===== src/hdl/flash_prot_pkg.sv =====
// Purpose: Shared constants and types for the Flash sector protection block.
// Assumes: 32-bit AXI4-Lite register access, 16-bit Flash address space.
// Notes: Printed register offsets are indexes; the byte address is four times the index.
package flash_prot_pkg;

   localparam logic [7:0] CFG_INDEX = 8'h04;
   localparam logic [7:0] STATUS_INDEX = 8'h05;
   localparam logic [7:0] CMD_INDEX = 8'h06;
   localparam logic [9:0] CFG_ADDR = {CFG_INDEX, 2'b00};
   localparam logic [9:0] STATUS_ADDR = {STATUS_INDEX, 2'b00};
   localparam logic [9:0] CMD_ADDR = {CMD_INDEX, 2'b00};

   localparam int POLARITY_BIT = 7;
   localparam int SPARE_BIT = 6;
   localparam int HIGH_DIS_BIT = 5;
   localparam int HIGH_SIZE_LSB = 3;
   localparam int LOW_DIS_BIT = 2;
   localparam int LOW_SIZE_LSB = 0;

   localparam int STATUS_VIOL_BIT = 5;
   localparam int STATUS_LOADED_BIT = 7;

   localparam int CMD_ADDR_LSB = 0;
   localparam int CMD_CODE_LSB = 16;

   localparam logic [7:0] CFG_RESET = 8'hFF;
   localparam logic [15:0] NV_PROT_ADDR = 16'hFF0D;

   localparam logic [15:0] LOW_BASE = 16'h4000;
   localparam logic [15:0] LOW_END_0 = 16'h43FF;
   localparam logic [15:0] LOW_END_1 = 16'h47FF;
   localparam logic [15:0] LOW_END_2 = 16'h4FFF;
   localparam logic [15:0] LOW_END_3 = 16'h5FFF;
   localparam logic [15:0] HIGH_BASE_0 = 16'hF800;
   localparam logic [15:0] HIGH_BASE_1 = 16'hF000;
   localparam logic [15:0] HIGH_BASE_2 = 16'hE000;
   localparam logic [15:0] HIGH_BASE_3 = 16'hC000;

   // Row = present scenario {polarity, high disable, low disable}, bit = allowed target.
   localparam logic [63:0] SCENARIO_ALLOWED = {
      8'b1111_1111, 8'b0101_1010, 8'b0011_1100, 8'b0001_1000,
      8'b0000_1000, 8'b0000_1100, 8'b0000_1010, 8'b0000_1111};

   localparam logic [1:0] RESP_OKAY = 2'b00;
   localparam logic [1:0] RESP_SLVERR = 2'b10;

   typedef enum logic [1:0] {
      CMD_NONE = 2'b00,
      CMD_PROGRAM = 2'b01,
      CMD_SECTOR_ERASE = 2'b10,
      CMD_MASS_ERASE = 2'b11
   } cmd_code_t;

   typedef enum logic [1:0] {
      PH_LOAD_REQ = 2'b00,
      PH_LOAD_WAIT = 2'b01,
      PH_RUN = 2'b10
   } phase_t;

endpackage


===== src/hdl/flash_sector_protection.sv =====
// Purpose: Flash sector protection register, write restrictions and command protection check.
// Assumes: Nonvolatile byte read port and Flash command port run on sys_clk.
// Notes: Bus readys stay low until the reset-time configuration load has finished.
`timescale 1ns/100ps
module flash_sector_protection (
   input wire logic sys_clk, // System clock, 40 MHz.
   input wire logic sys_rst, // Asynchronous reset, active high.
   input wire logic clk_en, // Clock enable; while low, all state holds unless sys_rst is high.
   input wire logic [31:0] s_axi_awaddr, // Write address.
   input wire logic s_axi_awvalid, // Write address valid.
   output logic s_axi_awready, // Write address ready.
   input wire logic [31:0] s_axi_wdata, // Write data.
   input wire logic [3:0] s_axi_wstrb, // Write byte strobes.
   input wire logic s_axi_wvalid, // Write data valid.
   output logic s_axi_wready, // Write data ready.
   output logic [1:0] s_axi_bresp, // Write response.
   output logic s_axi_bvalid, // Write response valid.
   input wire logic s_axi_bready, // Write response ready.
   input wire logic [31:0] s_axi_araddr, // Read address.
   input wire logic s_axi_arvalid, // Read address valid.
   output logic s_axi_arready, // Read address ready.
   output logic [31:0] s_axi_rdata, // Read data.
   output logic [1:0] s_axi_rresp, // Read response.
   output logic s_axi_rvalid, // Read data valid.
   input wire logic s_axi_rready, // Read data ready.
   output logic nv_read_req, // Request for the nonvolatile protection byte.
   output logic [15:0] nv_read_addr, // Address of the nonvolatile protection byte.
   input wire logic [7:0] nv_read_data, // Nonvolatile byte returned.
   input wire logic nv_read_valid, // Nonvolatile byte valid strobe.
   output logic cmd_launch, // One-cycle launch of an allowed command.
   output logic [1:0] cmd_code, // Code of the launched command.
   output logic [15:0] cmd_addr, // Flash address of the launched command.
   output logic [7:0] prot_cfg, // Active protection configuration.
   output logic protection_violation_flag // Sticky protection violation.
);

   typedef struct packed {
      flash_prot_pkg::phase_t phase;
      logic [7:0] cfg;
      logic viol;
      logic nv_req;
      logic [15:0] nv_addr;
      logic aw_held;
      logic w_held;
      logic [9:0] waddr;
      logic [31:0] wdata;
      logic [3:0] wstrb;
      logic awready;
      logic wready;
      logic bvalid;
      logic [1:0] bresp;
      logic arready;
      logic rvalid;
      logic [31:0] rdata;
      logic [1:0] rresp;
      logic launch;
      logic [1:0] code;
      logic [15:0] caddr;
   } state_t;

   state_t state_reg;
   state_t state_next;

   // Whether an address falls in a protected area under a configuration.
   function automatic logic is_protected(input logic [7:0] cfg, input logic [15:0] addr);
      logic [15:0] high_base;
      logic [15:0] low_end;
      logic in_high;
      logic in_low;
      logic selected;
      high_base = flash_prot_pkg::HIGH_BASE_0;
      low_end = flash_prot_pkg::LOW_END_0;
      unique case (cfg[flash_prot_pkg::HIGH_SIZE_LSB +: 2])
         2'b00: high_base = flash_prot_pkg::HIGH_BASE_0;
         2'b01: high_base = flash_prot_pkg::HIGH_BASE_1;
         2'b10: high_base = flash_prot_pkg::HIGH_BASE_2;
         2'b11: high_base = flash_prot_pkg::HIGH_BASE_3;
      endcase
      unique case (cfg[flash_prot_pkg::LOW_SIZE_LSB +: 2])
         2'b00: low_end = flash_prot_pkg::LOW_END_0;
         2'b01: low_end = flash_prot_pkg::LOW_END_1;
         2'b10: low_end = flash_prot_pkg::LOW_END_2;
         2'b11: low_end = flash_prot_pkg::LOW_END_3;
      endcase
      in_high = (addr >= high_base);
      in_low = (addr >= flash_prot_pkg::LOW_BASE) && (addr <= low_end);
      selected = (!cfg[flash_prot_pkg::HIGH_DIS_BIT] && in_high) ||
                 (!cfg[flash_prot_pkg::LOW_DIS_BIT] && in_low);
      if (cfg[flash_prot_pkg::POLARITY_BIT]) begin
         is_protected = selected;
      end else begin
         is_protected = !selected;
      end
   endfunction

   // Applies the field restrictions to a software write of the configuration.
   function automatic logic [7:0] cfg_merge(input logic [7:0] cur, input logic [7:0] wr);
      logic [7:0] res;
      res = cur;
      res[flash_prot_pkg::POLARITY_BIT] = cur[flash_prot_pkg::POLARITY_BIT] &
                                          wr[flash_prot_pkg::POLARITY_BIT];
      res[flash_prot_pkg::HIGH_DIS_BIT] = wr[flash_prot_pkg::HIGH_DIS_BIT];
      res[flash_prot_pkg::LOW_DIS_BIT] = wr[flash_prot_pkg::LOW_DIS_BIT];
      if (cur[flash_prot_pkg::HIGH_DIS_BIT]) begin
         res[flash_prot_pkg::HIGH_SIZE_LSB +: 2] = wr[flash_prot_pkg::HIGH_SIZE_LSB +: 2];
      end
      if (cur[flash_prot_pkg::LOW_DIS_BIT]) begin
         res[flash_prot_pkg::LOW_SIZE_LSB +: 2] = wr[flash_prot_pkg::LOW_SIZE_LSB +: 2];
      end
      cfg_merge = res;
   endfunction

   // Scenario number is {polarity, high disable, low disable}.
   function automatic logic [2:0] scenario(input logic [7:0] cfg);
      scenario = {cfg[flash_prot_pkg::POLARITY_BIT], cfg[flash_prot_pkg::HIGH_DIS_BIT],
                  cfg[flash_prot_pkg::LOW_DIS_BIT]};
   endfunction

   always_comb begin
      logic [7:0] merged;
      logic [2:0] from_sc;
      logic [2:0] to_sc;
      logic viol_set;
      logic viol_clr;
      logic [15:0] req_addr;
      logic [1:0] req_code;
      merged = 8'h00;
      from_sc = 3'b000;
      to_sc = 3'b000;
      viol_set = 1'b0;
      viol_clr = 1'b0;
      req_addr = 16'h0000;
      req_code = 2'b00;
      state_next = state_reg;
      state_next.launch = 1'b0;

      unique case (state_reg.phase)
         flash_prot_pkg::PH_LOAD_REQ: begin
            state_next.nv_req = 1'b1;
            state_next.phase = flash_prot_pkg::PH_LOAD_WAIT;
         end
         flash_prot_pkg::PH_LOAD_WAIT: begin
            if (nv_read_valid) begin
               state_next.cfg = nv_read_data;
               state_next.nv_req = 1'b0;
               state_next.phase = flash_prot_pkg::PH_RUN;
               state_next.awready = 1'b1;
               state_next.wready = 1'b1;
               state_next.arready = 1'b1;
            end
         end
         flash_prot_pkg::PH_RUN: begin
            if (s_axi_awvalid && state_reg.awready) begin
               state_next.aw_held = 1'b1;
               state_next.awready = 1'b0;
               state_next.waddr = s_axi_awaddr[9:0];
            end
            if (s_axi_wvalid && state_reg.wready) begin
               state_next.w_held = 1'b1;
               state_next.wready = 1'b0;
               state_next.wdata = s_axi_wdata;
               state_next.wstrb = s_axi_wstrb;
            end
            if (state_reg.aw_held && state_reg.w_held && !state_reg.bvalid) begin
               state_next.aw_held = 1'b0;
               state_next.w_held = 1'b0;
               state_next.bvalid = 1'b1;
               state_next.bresp = flash_prot_pkg::RESP_OKAY;
               unique case (state_reg.waddr)
                  flash_prot_pkg::CFG_ADDR: begin
                     if (state_reg.wstrb[0]) begin
                        merged = cfg_merge(state_reg.cfg, state_reg.wdata[7:0]);
                        from_sc = scenario(state_reg.cfg);
                        to_sc = scenario(merged);
                        if (flash_prot_pkg::SCENARIO_ALLOWED[{from_sc, to_sc}]) begin
                           state_next.cfg = merged;
                        end
                     end
                  end
                  flash_prot_pkg::STATUS_ADDR: begin
                     viol_clr = state_reg.wstrb[0] &&
                                state_reg.wdata[flash_prot_pkg::STATUS_VIOL_BIT];
                  end
                  flash_prot_pkg::CMD_ADDR: begin
                     req_addr = state_reg.wdata[flash_prot_pkg::CMD_ADDR_LSB +: 16];
                     req_code = state_reg.wdata[flash_prot_pkg::CMD_CODE_LSB +: 2];
                     if (!state_reg.viol && (&state_reg.wstrb[2:0]) &&
                         req_code != flash_prot_pkg::CMD_NONE) begin
                        if (req_code == flash_prot_pkg::CMD_MASS_ERASE) begin
                           viol_set = !(state_reg.cfg[flash_prot_pkg::POLARITY_BIT] &&
                                        state_reg.cfg[flash_prot_pkg::HIGH_DIS_BIT] &&
                                        state_reg.cfg[flash_prot_pkg::LOW_DIS_BIT]);
                        end else begin
                           viol_set = is_protected(state_reg.cfg, req_addr);
                        end
                        state_next.launch = !viol_set;
                        state_next.code = req_code;
                        state_next.caddr = req_addr;
                     end
                  end
                  default: begin
                     state_next.bresp = flash_prot_pkg::RESP_SLVERR;
                  end
               endcase
            end
            if (state_reg.bvalid && s_axi_bready) begin
               state_next.bvalid = 1'b0;
               state_next.awready = 1'b1;
               state_next.wready = 1'b1;
            end
            // Set wins over a clear that arrives in the same cycle.
            if (viol_set) begin
               state_next.viol = 1'b1;
            end else if (viol_clr) begin
               state_next.viol = 1'b0;
            end
            if (s_axi_arvalid && state_reg.arready) begin
               state_next.arready = 1'b0;
               state_next.rvalid = 1'b1;
               state_next.rresp = flash_prot_pkg::RESP_OKAY;
               state_next.rdata = 32'h0000_0000;
               unique case (s_axi_araddr[9:0])
                  flash_prot_pkg::CFG_ADDR: begin
                     state_next.rdata[7:0] = state_reg.cfg;
                  end
                  flash_prot_pkg::STATUS_ADDR: begin
                     state_next.rdata[flash_prot_pkg::STATUS_VIOL_BIT] = state_reg.viol;
                     state_next.rdata[flash_prot_pkg::STATUS_LOADED_BIT] = 1'b1;
                  end
                  flash_prot_pkg::CMD_ADDR: begin
                     state_next.rdata[flash_prot_pkg::CMD_ADDR_LSB +: 16] = state_reg.caddr;
                     state_next.rdata[flash_prot_pkg::CMD_CODE_LSB +: 2] = state_reg.code;
                  end
                  default: begin
                     state_next.rresp = flash_prot_pkg::RESP_SLVERR;
                  end
               endcase
            end
            if (state_reg.rvalid && s_axi_rready) begin
               state_next.rvalid = 1'b0;
               state_next.arready = 1'b1;
            end
         end
         default: begin
            state_next.phase = flash_prot_pkg::PH_LOAD_REQ;
         end
      endcase
   end

   always_ff @(posedge sys_clk or posedge sys_rst) begin
      if (sys_rst) begin
         state_reg <= '{phase: flash_prot_pkg::PH_LOAD_REQ,
                        cfg: flash_prot_pkg::CFG_RESET,
                        nv_addr: flash_prot_pkg::NV_PROT_ADDR,
                        bresp: flash_prot_pkg::RESP_OKAY,
                        rresp: flash_prot_pkg::RESP_OKAY,
                        default: '0};
      end else if (clk_en) begin
         state_reg <= state_next;
      end
   end

   assign s_axi_awready = state_reg.awready;
   assign s_axi_wready = state_reg.wready;
   assign s_axi_bresp = state_reg.bresp;
   assign s_axi_bvalid = state_reg.bvalid;
   assign s_axi_arready = state_reg.arready;
   assign s_axi_rdata = state_reg.rdata;
   assign s_axi_rresp = state_reg.rresp;
   assign s_axi_rvalid = state_reg.rvalid;
   assign nv_read_req = state_reg.nv_req;
   assign nv_read_addr = state_reg.nv_addr;
   assign cmd_launch = state_reg.launch;
   assign cmd_code = state_reg.code;
   assign cmd_addr = state_reg.caddr;
   assign prot_cfg = state_reg.cfg;
   assign protection_violation_flag = state_reg.viol;

endmodule // flash_sector_protection


===== config.mk =====
export PLATFORM = sky130hd
export DESIGN_NAME = flash_sector_protection
export DESIGN_NICKNAME = d
export VERILOG_FILES = /design/src/hdl/flash_prot_pkg.sv /design/src/hdl/flash_sector_protection.sv
export SDC_FILE = /design/constraint.sdc
export NUM_CORES = 1
export LEC_CHECK = 0
export BUFFER_PORTS_ARGS = -buffer_cell sky130_fd_sc_hd__buf_2
export CAP_MARGIN = 30
export CORE_MARGIN = 3
export CORE_UTILIZATION = 43
export CTS_CLUSTER_DIAMETER = 200
export DETAILED_ROUTE_END_ITERATION = 10
export GPL_ROUTABILITY_DRIVEN = 0
export PLACE_DENSITY = 0.76
export SETUP_SLACK_MARGIN = 0.5
export SYNTH_ARGS = -nofsm -noshare
export SYNTH_HDL_FRONTEND = slang
export SYNTH_SLANG_ARGS = --single-unit

===== constraint.sdc =====
create_clock -name sys_clk -period 2.9 [get_ports sys_clk]
set_clock_uncertainty 0.2 [all_clocks]
set_input_delay 0.58 -clock sys_clk [delete_from_list [all_inputs] [get_ports sys_clk]]
set_output_delay 0.58 -clock sys_clk [all_outputs]
set_load 0.05 [all_outputs]

Word level (Yosys, flattened, before mapping)
Memories as Yosys holds them, arrays and structs flattened.
Index checks and enable logic that the tools add are counted.
{"block": "totals", "input_bits": 117, "n_memories": 1, "elab_cells": 174, "mem_bits_ro": 64, "mem_bits_rw": 0, "regBits": 91, "latch_bits": 0}
{"name": "(name not given)", "depth": 64, "word_bits": 1, "read_ports": 1, "rd_clocked_by_memory_dff": 0, "wr": 0, "line": "flash_sector_protection.sv:175", "source": "if (flash_prot_pkg::SCENARIO_ALLOWED[{from_sc, to_sc}]) begin"}
{"block": "classes", "n_shift": 0, "n_mul": 0, "n_eq_ne": 25, "n_bitwise": 2, "addsub": 0, "n_mux": 63, "n_lt_le_gt_ge": 4, "reduce_logical": 56, "div_mod_pow": 0}
{"cell": "2-to-1 mux 16 bit", "n": 10}
{"cell": "case mux 16 bit (4 select lines)", "n": 2}
{"cell": "2-to-1 mux 19 bit", "n": 4}
{"cell": "== test 10 x 5 -> 1 bit (second input constant)", "n": 6}
{"cell": "2-to-1 mux 36 bit", "n": 1}
{"cell": "AND reduction 3 bit", "n": 12}
{"cell": "2-to-1 mux 8 bit", "n": 4}
{"cell": "2-to-1 mux 1 bit", "n": 22}
{"cell": "2-to-1 mux 10 bit", "n": 2}
{"cell": "greater-or-equal comparator 16 x 15 -> 1 bit (second input constant)", "n": 1}
{"cell": "greater-or-equal comparator 16 bit", "n": 1}
{"cell": "<= comparator 16 bit", "n": 1}
{"cell": "case mux 8 bit (2 select lines)", "n": 1}
{"cell": "AND reduction 4 bit", "n": 4}
{"cell": "AND reduction 8 bit", "n": 2}
{"cell": "nonzero test 2 bit", "n": 8}
{"cell": "logical AND 1 bit", "n": 15}
{"cell": "2-to-1 mux 2 bit", "n": 7}
{"cell": "== test 2 bit (second input constant)", "n": 6}
{"cell": "!= test 2 bit (second input constant)", "n": 6}
{"cell": "case mux 5 bit (2 select lines)", "n": 1}
{"cell": "!= test 3 bit (second input constant)", "n": 3}
{"cell": "zero test 1 bit", "n": 7}
{"cell": "less-than comparator 6 x 7 -> 1 bit (second input constant)", "n": 1}
{"cell": "other kinds (14)", "n": 23}

Longest topological paths before layout
{"block": "depth", "word_depth": 24, "ltp_mapped": 7, "mapped_depth_nobuf": 7}

Worst setup path before layout
No wires, ideal clock.
{"block": "synth_path", "path_kind": "input to register", "startpoint": "in clk_en", "endpoint": "reg state_reg (netlist bit cmd_addr[10])", "setup_ps": 125, "stages": 6, "path_slack_ps": 350, "t_arrival_ps": 2225, "required_time_ps": 2575, "path_cell_list": "and3b_2 or3b_1 buf_6 nor4_4 buf_6 mux2_2"}
{"block": "synth_via", "elab_chain_cells": 1}
{"item": "from (decl)", "line": "flash_sector_protection.sv:8", "source": "input wire logic clk_en,"}
{"item": "AND reduction 5 bit (no line)"}
{"item": "to (signal assigned)", "line": "flash_sector_protection.sv:252", "source": "state_reg <= '{phase: flash_prot_pkg::PH_LOAD_REQ,"}
{"item": "to (signal assigned)", "line": "flash_sector_protection.sv:259", "source": "state_reg <= state_next;"}
{"item": "to (decl)", "line": "flash_sector_protection.sv:61", "source": "state_t state_reg;"}
No other way between the ends.
A chain may end at the register's enable or synchronous reset.

Worst setup path in the final report
{"block": "layout_path", "startpoint": "reg state_reg[134] (netlist bit)", "endpoint": "reg state_reg (netlist bit cmd_addr[0])"}
{"block": "layout_via", "elab_chain_cells": 2}
{"item": "== test 2 bit"}
{"item": "AND reduction 5 bit (no line)"}
No other way between the ends.

==> run metrics <==
status=complete, no violations; Least-Margin Pin Slew=0.7108 ns; Hold Path Class=primary input to flip-flop; cell taking the most area after synthesis=dfrtp_1; Root Driver=clkbuf_8; Final Cell Area=5381 um2; routed vias=3515; htree depth=3; synthesized area=4712 um2; Setup crit start kind=flip-flop; DP Area=4994 um2; CTS tree=done; Pwr Density=839.2 nW/um2; Tmin final=2.386 ns; Final Hold Vio Count=0; Hold Startpoint=nv_read_data[7]; vias in the first global route=3357; largest net degree at the start of global routing=58; Max VDD drop=522.4 uV; hold depth=3; most common cell after layout, fill and taps aside=buf_2; post-synthesis sequential area ratio=47.48%; Die Footprint=12250 um2; switch share=42.95%; initial core utilization=44.84%; Yosys top cell area share=43.02%; final setup fails=0; # placed instances=636; # nets final=649; sequential power share=44.6%; GRT overflow=0; P&R area growth vs syn=14.21%; post-route DRC violation count=0; num rows=37; WP data required=2.95 ns; Ys Warns=0; Ports=203; Top FF cell, synth=dfrtp_1; drt pass-1 iters=4; drt initial violations=246; first-pass GRT wire length=17510 um; die width=110.7 um; #FFs+latches synth=89; slew margin rel.=52.25%; RSZ-0062 raised after global routing=yes; post-route ant nets=0; top post-synthesis cells by area=dfrtp_1, buf_4, mux2_2, nand2_1, dfstp_2; Cells after Synth=444; number of flops mapped to enable cells by yosys=0; max reg flops=35; final wirelength=10880 um; Max Clk Rate=419.2 MHz; Die Y=110.7 um; Hold EP=prot_cfg[7]; worst-skew pair later-pin latency=0.36 ns; Wirelength per Cell=16.36 um; fraction of the cycle the final worst path needs=82.27%; Max clock buf depth=2; Comb power frac=37.1%; initial antenna violation count=0; mean cell area of the mapped netlist=10.61 um2; Worst Reg-to-Reg Cells=6; crit path max fanout=6; commonest non-fill, non-tap cells in the layout=buf_2, dfrtp_1, nand2_1; Clk network pwr share=18.3%; crit end category=flip-flop; GRT Util Overall=17.72%; # clock sinks=89; worst r2r src=state_reg[134]; asr flop ratio synth=100.0%; worst reg2reg path endpoint=cmd_addr[0]; Worst R2R Setup Slack=0.51 ns; Sw Pwr=1.940 mW; Max-cap violations=0; P_int=2.576 mW; share of cells above drive strength 1=42.72%; final HPWL from detailed placement=8006 um; Num CTS Buffers=9; vias per cell=5.286; Max Transition Viols Final=0; CORE AREA=10510 um2; Fin Setup TNS=0 ns; worst setup path class=flip-flop to flip-flop; fill count=969; PortBufs=111; Ant. Diodes=0; Finished Layout Cells=665; Lkg Pwr=2.670 nW; Clock Pin Slew Worst Setup and Hold Paths=0.10 ns; post-synth cell types=51; crit path DAT=2.43 ns
-- cell type report --
class / instances / area [um2] / share of cell area, %
clock buffer: 9 / 123.9 / 2.302
clock inverter: 7 / 72.57 / 1.349
inverter: 10 / 41.29 / 0.7673
multi-input combinational: 281 / 1943 / 36.11
sequential: 89 / 2240 / 41.62
tap: 136 / 170.2 / 3.162
timing repair buffer: 133 / 790.8 / 14.69
-- synthesized netlist by cell type (6+ instances only) --
library cell and instances:
dfrtp_1 81, buf_4 78, nand2_1 63, mux2_2 51
o21ai_0 31, clkbuf_1 13, a21oi_1 10, a22oi_1 10
inv_1 10, dfstp_2 8, ha_1 8, nand3_1 8
nand4_1 6, nor2_1 6
-- worst max-delay path: stages (launching register included) --
cell	delay, ns
dfrtp_2	0.45
and3b_2	0.25
or3b_4	0.42
nor4_4	0.28
buf_6	0.18
clkbuf_16	0.16
mux2_2	0.33
-- per-layer routing --
metal	up-vias	share of wire (%)	track usage [%]
li1	1610	-	-
met1	1706	40	22.51
met2	179	49	29.00
met3	20	8.9	5.240
met4	0	2.0	5.911
met5	-	0	0
-- what timing repair did --
action | in CTS | in global routing
setup endpoints to repair | 15 | 27
pin swaps | 4 | 1
cloned | 0 | 3
hold buffers | 1 | 0
gates resized for setup | 6 | 6
hold endpoints to repair | 3 | 0
setup buffers | 4 | 5
-- worst max path at each step --
stage,slack [ns],to,from
4_1_cts,0.56,prot_cfg[4],prot_cfg[7]
6_report,0.51,cmd_addr[0],state_reg[134]
2_1_floorplan,0.41,cmd_addr[10],clk_en
3_5_place_dp,0.18,cmd_addr[0],clk_en
5_1_grt,0.47,cmd_addr[0],state_reg[134]
3_3_place_gp,0.21,cmd_addr[11],clk_en
-- through the flow --
step	util, %	total power, mW	hold slack, ns	setup slack [ns]
2_1_floorplan	-	3.216	0.2496	0.4081
3_3_place_gp	47.52	3.502	0.2584	0.2147
3_5_place_dp	47.52	3.592	0.2623	0.1806
4_1_cts	50.01	4.495	0.2265	0.5567
5_1_grt	51.21	4.792	0.2221	0.4697
6_report	51.21	4.516	0.2449	0.5143
-- power groups by stage --
stage	registers, mW	clock network (mW)	logic [mW]
after global placement	2.01	0	1.50
after global routing	2.06	0.922	1.81
after detailed placement	2.04	0	1.56
after floorplan	2.01	0	1.21
final	2.01	0.829	1.68
after CTS	1.99	0.858	1.65
-- cells by family (layout without fill, tap and decap cells) --
logic type | count (synthesis) | count (layout) | share of synthesized area [%]
simple gates | 114 | 114 | 12.29
buf+inv | 104 | 159 | 14.98
flops | 89 | 89 | 47.48
compound gates | 71 | 71 | 9.692
mux | 56 | 56 | 13.28
fa+ha+maj | 8 | 8 | 2.124
other cells | 2 | 32 | 0.1594
Power figures use the tool's default switching activity.
